## src/shared/ivs_pkg.sv

```systemverilog
package ivs_pkg;

  // ************************************************************
  // Table geometry
  // ************************************************************

  // Program addresses are 24 bits wide; each table entry is one 2-address word.
  localparam int ADDR_W = 24;
  localparam int VEC_W = 7;
  localparam int LEVEL_W = 3;
  localparam int TRAP_ENTRIES = 8;
  localparam int TRAP_SOURCES = 4;
  localparam int IRQ_ENTRIES = 118;
  localparam int TABLE_ENTRIES = 126;
  // Oscillator fail sits one entry after the reserved word at the table base.
  localparam logic [VEC_W-1:0] TRAP_FIRST_ENTRY = 7'h01;
  localparam logic [VEC_W-1:0] IRQ_FIRST_ENTRY = 7'h08;
  localparam logic [ADDR_W-1:0] PRIMARY_BASE = 24'h000004;
  localparam logic [ADDR_W-1:0] ALT_OFFSET = 24'h000100;
  localparam logic [ADDR_W-1:0] ALTERNATE_BASE = 24'h000104;
  localparam logic [ADDR_W-1:0] RESET_PC = 24'h000000;
  localparam logic [ADDR_W-1:0] GOTO_TARGET_ADDR = 24'h000002;
  localparam logic [ADDR_W-1:0] CODE_START = 24'h000200;

  // Interrupt entries that have a real source; all others are reserved.
  localparam logic [IRQ_ENTRIES-1:0] IRQ_IMPLEMENTED =
    {1'b0, 7'h7f, 4'h0, 3'h7, 5'h00, 4'hf, 28'h0000000, 1'b1, 7'h00,
     1'b1, 27'h0000000, 1'b1, 8'h00, 5'h1f, 2'h0, 9'h1ff, 1'b0, 4'hf};

  // ************************************************************
  // Program image held by the core end
  // ************************************************************

  localparam int MEM_WORDS = 256;
  localparam int MEM_IDX_W = 8;
  localparam logic [MEM_IDX_W-1:0] ALT_WORD_OFFSET = 8'h80;
  localparam logic [MEM_IDX_W-1:0] GOTO_TARGET_WORD = 8'h01;
  // Jump opcode word placed at the reset location; value is arbitrary.
  localparam logic [ADDR_W-1:0] JUMP_OPCODE = 24'h040000;

  // ************************************************************
  // Selector states
  // ************************************************************

  typedef enum logic [2:0]
  {
    SEL_IDLE = 3'b001,
    SEL_READ = 3'b010,
    SEL_LOAD = 3'b100
  } ivs_state_type;

endpackage

```

## src/shared/ivs_link_if.sv

```systemverilog
interface ivs_link_if;

  // Table entry read: selector asks, core answers one cycle later.
  logic rd_req;
  logic [ivs_pkg::ADDR_W-1:0] rd_addr;
  logic rd_valid;
  logic [ivs_pkg::ADDR_W-1:0] rd_data;
  // Handler address to load into the program counter.
  logic pc_load;
  logic [ivs_pkg::ADDR_W-1:0] pc_value;

  modport selector
  (
    output rd_req,
    output rd_addr,
    input rd_valid,
    input rd_data,
    output pc_load,
    output pc_value
  );

  modport core
  (
    input rd_req,
    input rd_addr,
    output rd_valid,
    output rd_data,
    input pc_load,
    input pc_value
  );

endinterface

```

## src/hw/ivs_selector.sv

```systemverilog
// Functional notes
// Primary table starts at word 000004h.
// 126 entries: 8 traps, 118 interrupts.
// Entry is 24-bit handler address for PC.
// Lower table address means higher priority.
// 35 interrupts, 4 traps; rest reserved.
// Select bit chooses alternate or primary table.
// Alternate table mirrors layout, 0x100 higher.
// Traps: osc, address, stack, math, reserved.
// Reset fetches no vector table entry.
// Reset clears state, PC restarts at zero.
// Image holds jump, target at 0x000002.
// Unused entries point to default handler.
// Unused alternate table copies primary entries.
// Application code starts at 0x000200.
// Equal levels resolve by table position.
// Fetch address is base plus twice index.
module ivs_selector
(
  // Clock and reset.
  input wire logic sys_clk,
  input wire logic reset,
  // Link to the core end.
  ivs_link_if.selector link,
  // Exception sources, held high until taken.
  input wire logic [ivs_pkg::TRAP_SOURCES-1:0] trap_req,
  input wire logic [ivs_pkg::IRQ_ENTRIES-1:0] irq_req,
  input wire logic [ivs_pkg::IRQ_ENTRIES-1:0][ivs_pkg::LEVEL_W-1:0] irq_level,
  // Processor state and table choice.
  input wire logic [ivs_pkg::LEVEL_W-1:0] cpu_level,
  input wire logic alt_table_select,
  // Report of the vector that was taken.
  output logic taken,
  output logic taken_is_trap,
  output logic [ivs_pkg::VEC_W-1:0] taken_entry,
  output logic busy
);

  // ************************************************************
  // Declarations
  // ************************************************************

  ivs_pkg::ivs_state_type state;
  ivs_pkg::ivs_state_type next_state;
  logic trap_found;
  logic [1:0] trap_best;
  logic irq_found;
  logic [ivs_pkg::VEC_W-1:0] irq_best;
  logic [ivs_pkg::LEVEL_W-1:0] lvl_best;
  logic [ivs_pkg::VEC_W-1:0] next_entry;
  logic next_is_trap;
  logic [ivs_pkg::ADDR_W-1:0] next_addr;
  logic [ivs_pkg::ADDR_W-1:0] table_base;
  logic [ivs_pkg::VEC_W-1:0] entry;
  logic entry_is_trap;

  // ************************************************************
  // Source selection
  // ************************************************************

  // Lowest trap number wins, so oscillator fail outranks the others.
  always_comb
  begin
    trap_found = 1'b0;
    trap_best = 2'h0;
    for (int i = ivs_pkg::TRAP_SOURCES - 1; i >= 0; i--)
    begin
      if (trap_req[i])
      begin
        trap_found = 1'b1;
        trap_best = 2'(i);
      end
    end
  end

  // Highest user level above the processor level wins.  Only a strictly
  // greater level replaces the current pick, so on a tie the lower entry
  // keeps it.  Reserved entries are never looked at.
  always_comb
  begin
    irq_found = 1'b0;
    irq_best = 7'h00;
    lvl_best = cpu_level;
    for (int i = 0; i < ivs_pkg::IRQ_ENTRIES; i++)
    begin
      if (ivs_pkg::IRQ_IMPLEMENTED[i] && irq_req[i] && irq_level[i] > lvl_best)
      begin
        irq_found = 1'b1;
        irq_best = 7'(i);
        lvl_best = irq_level[i];
      end
    end
  end

  // Traps sit below every interrupt entry and are not maskable, so they
  // always come first.  Entries are numbered across the whole table.
  always_comb
  begin
    next_is_trap = trap_found;
    if (trap_found)
    begin
      next_entry = ivs_pkg::TRAP_FIRST_ENTRY + {5'h00, trap_best};
    end
    else
    begin
      next_entry = ivs_pkg::IRQ_FIRST_ENTRY + irq_best;
    end
  end

  // ************************************************************
  // Fetch address
  // ************************************************************

  // One bit swaps the whole table; both share one layout, so only the base moves.
  assign table_base = alt_table_select ? ivs_pkg::ALTERNATE_BASE
                                       : ivs_pkg::PRIMARY_BASE;
  // Each entry is one word, two program addresses apart.
  assign next_addr = table_base + {16'h0000, next_entry, 1'b0};

  // ************************************************************
  // Sequencer
  // ************************************************************

  // A request is only chosen in idle; the choice is frozen until the
  // handler address has been handed over, so a later, higher source waits.
  always_comb
  begin
    next_state = state;
    case (state)
      ivs_pkg::SEL_IDLE:
      begin
        if (trap_found || irq_found)
        begin
          next_state = ivs_pkg::SEL_READ;
        end
      end
      ivs_pkg::SEL_READ:
      begin
        if (link.rd_valid)
        begin
          next_state = ivs_pkg::SEL_LOAD;
        end
      end
      ivs_pkg::SEL_LOAD:
      begin
        next_state = ivs_pkg::SEL_IDLE;
      end
      default:
      begin
        next_state = ivs_pkg::SEL_IDLE;
      end
    endcase
  end

  // Reset just parks the sequencer; no table entry is read for it.
  always_ff @(posedge sys_clk)
  begin
    if (reset)
    begin
      state <= ivs_pkg::SEL_IDLE;
    end
    else
    begin
      state <= next_state;
    end
  end

  // Latch the chosen entry and its table address on leaving idle.
  always_ff @(posedge sys_clk)
  begin
    if (reset)
    begin
      entry <= 7'h00;
      entry_is_trap <= 1'b0;
      link.rd_addr <= ivs_pkg::RESET_PC;
    end
    else if (state == ivs_pkg::SEL_IDLE && (trap_found || irq_found))
    begin
      entry <= next_entry;
      entry_is_trap <= next_is_trap;
      link.rd_addr <= next_addr;
    end
  end

  // The read request is a single pulse; the core answers once.
  always_ff @(posedge sys_clk)
  begin
    if (reset)
    begin
      link.rd_req <= 1'b0;
    end
    else
    begin
      link.rd_req <= state == ivs_pkg::SEL_IDLE && (trap_found || irq_found);
    end
  end

  // ************************************************************
  // Program counter hand-over
  // ************************************************************

  // The word read back is the handler start address, passed on unchanged.
  // After reset the value offered is zero, where execution begins.
  always_ff @(posedge sys_clk)
  begin
    if (reset)
    begin
      link.pc_load <= 1'b0;
      link.pc_value <= ivs_pkg::RESET_PC;
    end
    else
    begin
      link.pc_load <= state == ivs_pkg::SEL_READ && link.rd_valid;
      if (state == ivs_pkg::SEL_READ && link.rd_valid)
      begin
        link.pc_value <= link.rd_data;
      end
    end
  end

  // The taken report rides with the load pulse so sources can clear.
  always_ff @(posedge sys_clk)
  begin
    if (reset)
    begin
      taken <= 1'b0;
      taken_is_trap <= 1'b0;
      taken_entry <= 7'h00;
    end
    else
    begin
      taken <= state == ivs_pkg::SEL_READ && link.rd_valid;
      if (state == ivs_pkg::SEL_READ && link.rd_valid)
      begin
        taken_is_trap <= entry_is_trap;
        taken_entry <= entry;
      end
    end
  end

  // Busy covers the whole read and load so the user sees one window.
  always_ff @(posedge sys_clk)
  begin
    if (reset)
    begin
      busy <= 1'b0;
    end
    else
    begin
      busy <= next_state != ivs_pkg::SEL_IDLE;
    end
  end

endmodule

```

## src/flat_wrapper.sv

```systemverilog
// flat-port wrapper written by rule: the top's interface ports become plain ports
module ivs_selector_flat 
  (sys_clk, reset, trap_req, irq_req, irq_level, cpu_level, alt_table_select, taken, taken_is_trap, taken_entry, busy, link_rd_req, link_rd_addr, link_rd_valid, link_rd_data, link_pc_load, link_pc_value);
  ivs_link_if link_i ();
  input wire logic sys_clk;
  input wire logic reset;
  input wire logic [ivs_pkg::TRAP_SOURCES-1:0] trap_req;
  input wire logic [ivs_pkg::IRQ_ENTRIES-1:0] irq_req;
  input wire logic [ivs_pkg::IRQ_ENTRIES-1:0][ivs_pkg::LEVEL_W-1:0] irq_level;
  input wire logic [ivs_pkg::LEVEL_W-1:0] cpu_level;
  input wire logic alt_table_select;
  output logic taken;
  output logic taken_is_trap;
  output logic [ivs_pkg::VEC_W-1:0] taken_entry;
  output logic busy;
  output wire logic [$bits(link_i.rd_req)-1:0] link_rd_req;
  output wire logic [$bits(link_i.rd_addr)-1:0] link_rd_addr;
  input wire logic [$bits(link_i.rd_valid)-1:0] link_rd_valid;
  input wire logic [$bits(link_i.rd_data)-1:0] link_rd_data;
  output wire logic [$bits(link_i.pc_load)-1:0] link_pc_load;
  output wire logic [$bits(link_i.pc_value)-1:0] link_pc_value;
  assign link_rd_req = link_i.rd_req;
  assign link_rd_addr = link_i.rd_addr;
  assign link_i.rd_valid = link_rd_valid;
  assign link_i.rd_data = link_rd_data;
  assign link_pc_load = link_i.pc_load;
  assign link_pc_value = link_i.pc_value;
  ivs_selector u_core (.sys_clk(sys_clk), .reset(reset), .link(link_i), .trap_req(trap_req), .irq_req(irq_req), .irq_level(irq_level), .cpu_level(cpu_level), .alt_table_select(alt_table_select), .taken(taken), .taken_is_trap(taken_is_trap), .taken_entry(taken_entry), .busy(busy));
endmodule
```

## config.mk

```make
export PLATFORM = sky130hd
export DESIGN_NAME = ivs_selector_flat
export DESIGN_NICKNAME = d
export VERILOG_FILES = /design/src/shared/ivs_pkg.sv /design/src/shared/ivs_link_if.sv /design/src/hw/ivs_selector.sv /design/src/flat_wrapper.sv
export SDC_FILE = /design/constraint.sdc
export NUM_CORES = 1
export LEC_CHECK = 0
export ABC_CLOCK_PERIOD_IN_PS = 97400
export BUFFER_PORTS_ARGS = -buffer_cell sky130_fd_sc_hd__buf_4
export CAP_MARGIN = 20
export CORE_AREA = 2 2 224 226
export DETAILED_ROUTE_END_ITERATION = 12
export DIE_AREA = 0 0 226 228
export GPL_ROUTABILITY_DRIVEN = 1
export PLACE_DENSITY = 0.42
export SLEW_MARGIN = 10
export SYNTH_ARGS = -nofsm -noshare
export SYNTH_HDL_FRONTEND = slang
export SYNTH_SLANG_ARGS = --single-unit
export TNS_END_PERCENT = 20
```

## constraint.sdc

```tcl
create_clock -name sys_clk -period 97.4 [get_ports sys_clk]
set_input_delay 0 -clock sys_clk [delete_from_list [all_inputs] [get_ports sys_clk]]
set_output_delay 0 -clock sys_clk [all_outputs]
set_load 0.02 [all_outputs]
```

==> metrics.txt <==
dominant synthesized flop cell sky130_fd_sc_hd__dfxtp_1; wire length of the first global-routing pass 47400 um; number of hold violations in the final report 0; overall fraction of global-route tracks in use 11.5%; GR Layer Usage met2 20.6%; synth warn 0; Power Density 19.9 nW/um^2; sequential area share after synthesis 14.4%; Synth area leader sky130_fd_sc_hd__dfxtp_1; HPWL reported at the end of detailed placement 26600 um; number of CTS-inserted buffers 5; Pre-antenna DRT Iters 5; number of I/O pins 567; Post-Synth Simple-Gate Area 29.4%; number of antenna-violating nets in the routed design 0; cell occurring most often along the worst timing path sky130_fd_sc_hd__nor2_1; run status finished clean; capturing element type of the critical path register; slowest cell delay on critical path 0.60 ns; root buffer cell sky130_fd_sc_hd__clkbuf_16; fill count 5582; clock sink count 54; post-DR wirelength/cell 15.4 um; met1 track utilization from global routing 14.6%; VDD IR max 16.1 uV; TritonCTS clock tree built; share of total power in the clock network 8.4%; sequential group share of total power 11.9%; remaining routing DRC violations 0; cell with the most instances after synthesis sky130_fd_sc_hd__nand2_1; #FFs+latches synth 54; number of gates resized after cts 0; synthesis-to-finish area growth 36.8%; xor and xnor area share after synthesis 0.233%; switching power 103 uW; CP Data Arrival Time 54.46 ns; dominant delay contributor by cell family on the critical path compound AO/OA/AOI/OAI gates; fin cells 1995; initial antenna violation count 11; Max stage delay cell, worst path sky130_fd_sc_hd__a211oi_1; Net count, final 1872; Setup TNS 0 ns; ranking of synthesized cells by instance count sky130_fd_sc_hd__nand2_1 (191), sky130_fd_sc_hd__nor2_1 (99), sky130_fd_sc_hd__a21oi_1 (76); WP data required 97.59 ns; worst-path fanout max 10; number of pins exceeding their max-slew limit in the final report 0; setup repair after global routing missed its margin false; max_cap viols 0; Die Width 226 um; global-route track usage on met3 2.31%; share of synthesized area spent on multiplexers 2.40%; Die Y 228 um; total design power 204 uW; core region area 49300 um^2; Buffers & Inverters on Critical Path 6; latest clock arrival within the worst-skew pair 0.29 ns; layout cells sized above 1 21.8%; main combinational cell family by area after synthesis compound AO/OA/AOI/OAI gates; floorplan row count 82; portion of total power attributed to combinational logic 79.8%; effective utilization at floorplan 15.2%; total wirelength of the detailed-routed design 30700 um; share of Yosys cell area claimed by the top area cell type 14.4%; Post-Route Utilization 20.8%; Worst Setup Start Kind primary input; number of setup buffers added after CTS 0; path category of the worst min-delay check in -> reg; relative slew slack 51.4%; Compound-Gate Fraction of Synth Area 35.8%; number of distinct standard cells referenced by the synthesized netlist 103; Tightest Pin Transition 0.729 ns; count of H-tree levels built during CTS 2; Net Sw Frac 50.5%; number of DRC violations after detailed-routing iteration 0 452; Post-Synth Adder-Cell Area 11.7%; Avg Vias per Cell 4.46; final clock period utilization by the worst path 55.7%; vias in the first global route 8619; die area 51500 um^2; post-layout minimum cycle time 54.27 ns; area of the mapped netlist 7520 um^2; fin area 10300 um^2; placer congestion estimate 0.858; Placed Area 9900 um^2; maximum clock rate 18.4 MHz; via count 8903; Int Power 101 uW; syn_area_per_cell 6.89 um^2; hold-fix buffer count after cts 24; total setup violations reported at the end of the flow 0; Worst-path clk slew 0.07 ns; ys async rst share 0%; remaining global-route overflow 0; Crit Path Category in -> reg; number of instances in the synthesized netlist 1091; number of buffers between clock root and the deepest sink 2; count of flip-flops with a built-in enable after synthesis 0; Top Usage Layer GRT met2; static leakage power 0.00437 uW; clock skew 0.00312 ns; placed insts 1962; count of buffers inserted at the top-level ports 219; synth top area cells sky130_fd_sc_hd__dfxtp_1 (14%), sky130_fd_sc_hd__nand2_1 (9.5%), sky130_fd_sc_hd__ha_1 (7.3%); largest net degree at the start of global routing 54
-- cells in the final DEF (no fill, tap or decap), types with 30 or more instances in the layout --
cell type | synthesis | routed
sky130_fd_sc_hd__buf_4 | 17 | 221
sky130_fd_sc_hd__nand2_1 | 191 | 191
sky130_fd_sc_hd__nor2_1 | 99 | 99
sky130_fd_sc_hd__a21oi_1 | 76 | 76
sky130_fd_sc_hd__o21ai_0 | 75 | 75
sky130_fd_sc_hd__inv_1 | 61 | 61
sky130_fd_sc_hd__dfxtp_1 | 54 | 54
sky130_fd_sc_hd__ha_1 | 44 | 44
sky130_fd_sc_hd__maj3_1 | 33 | 33
sky130_fd_sc_hd__nand3_1 | 30 | 30
-- cell families (layout without fill, tap and decap cells) --
logic type | Yosys count | count (layout)
compound gates | 377 | 377
xor+xnor | 2 | 2
fa+ha+maj | 77 | 77
buf+inv | 99 | 315
flops | 54 | 54
mux | 15 | 15
other cells | 1 | 17
simple gates | 466 | 466
-- sequential cells by signal, summed over array words and instances (netlist names) --
| name | count |
|---|---|
| u_core.link.pc_value | 24 |
| u_core.link.rd_addr | 8 |
| u_core.entry | 7 |
| u_core.taken_entry | 7 |
| u_core.state | 3 |
| u_core.busy | 1 |
| u_core.entry_is_trap | 1 |
| u_core.link.pc_load | 1 |
| u_core.link.rd_req | 1 |
| u_core.taken_is_trap | 1 |
-- stage by stage --
stage | setup WS (ns) | hold WS, ns
final | 43.13 | 0.00867
after floorplan | 51.48 | 0.136
after global placement | 43.16 | 0.248
after detailed placement | 42.59 | 0.259
after global routing | 38.02 | 0.0153
after CTS | 42.76 | 0.00431
-- power groups by stage --
stage / Sequential, uW / Clock [uW] / Combinational [uW]
2_1_floorplan: 25.7 / 0 / 118
3_3_place_gp: 24.7 / 0 / 162
3_5_place_dp: 24.7 / 0 / 164
4_1_cts: 24.2 / 17.8 / 165
5_1_grt: 24.4 / 18.5 / 186
6_report: 24.2 / 17.1 / 163
-- worst paths after layout --
check / from / to / slack, ns / depth (start not counted)
worst max-delay path: cpu_level[2] / u_core.link.rd_addr[2]$_SDFFE_PP0P_ / 43.13 / 252
worst min-delay path: alt_table_select / u_core.link.rd_addr[9]$_SDFFE_PP0P_ / 0.009 / 3
worst max register to register: u_core.state[1]$_SDFF_PP0_ / u_core.link.rd_addr[6]$_SDFFE_PP0P_ / 95.66 / 6
worst min register to register: u_core.entry[1]$_SDFFE_PP0P_ / u_core.taken_entry[1]$_SDFFE_PP0P_ / 0.45 / 2
-- layout make-up --
| type | count | area, um^2 | area share (%) |
|---|---|---|---|
| inverter | 61 | 229 | 2.23 |
| sequential | 54 | 1080 | 10.5 |
| antenna | 2 | 5.00 | 0.0487 |
| tap | 672 | 841 | 8.18 |
| timing repair buffer | 247 | 1940 | 18.9 |
| clock buffer | 6 | 129 | 1.25 |
| multi-input combinational | 952 | 6050 | 58.8 |
| clock inverter | 1 | 7.51 | 0.0730 |
-- worst register-to-register path: stages (launching register included) --
cell and delay (ns):
sky130_fd_sc_hd__dfxtp_1 0.31, sky130_fd_sc_hd__nor2_1 0.09, sky130_fd_sc_hd__nand2_1 0.10, sky130_fd_sc_hd__nor2_1 0.56, sky130_fd_sc_hd__buf_4 0.30, sky130_fd_sc_hd__nor2_1 0.06, sky130_fd_sc_hd__a311oi_1 0.23
-- metal layers --
layer / vias to the layer above / routed length [um]
met3: 27 / 1800
met2: 234 / 15000
met5: - / 129
li1: 4495 / -
met4: 20 / 114
met1: 4127 / 13600
Note: power is estimated with default switching activity, not from simulation.
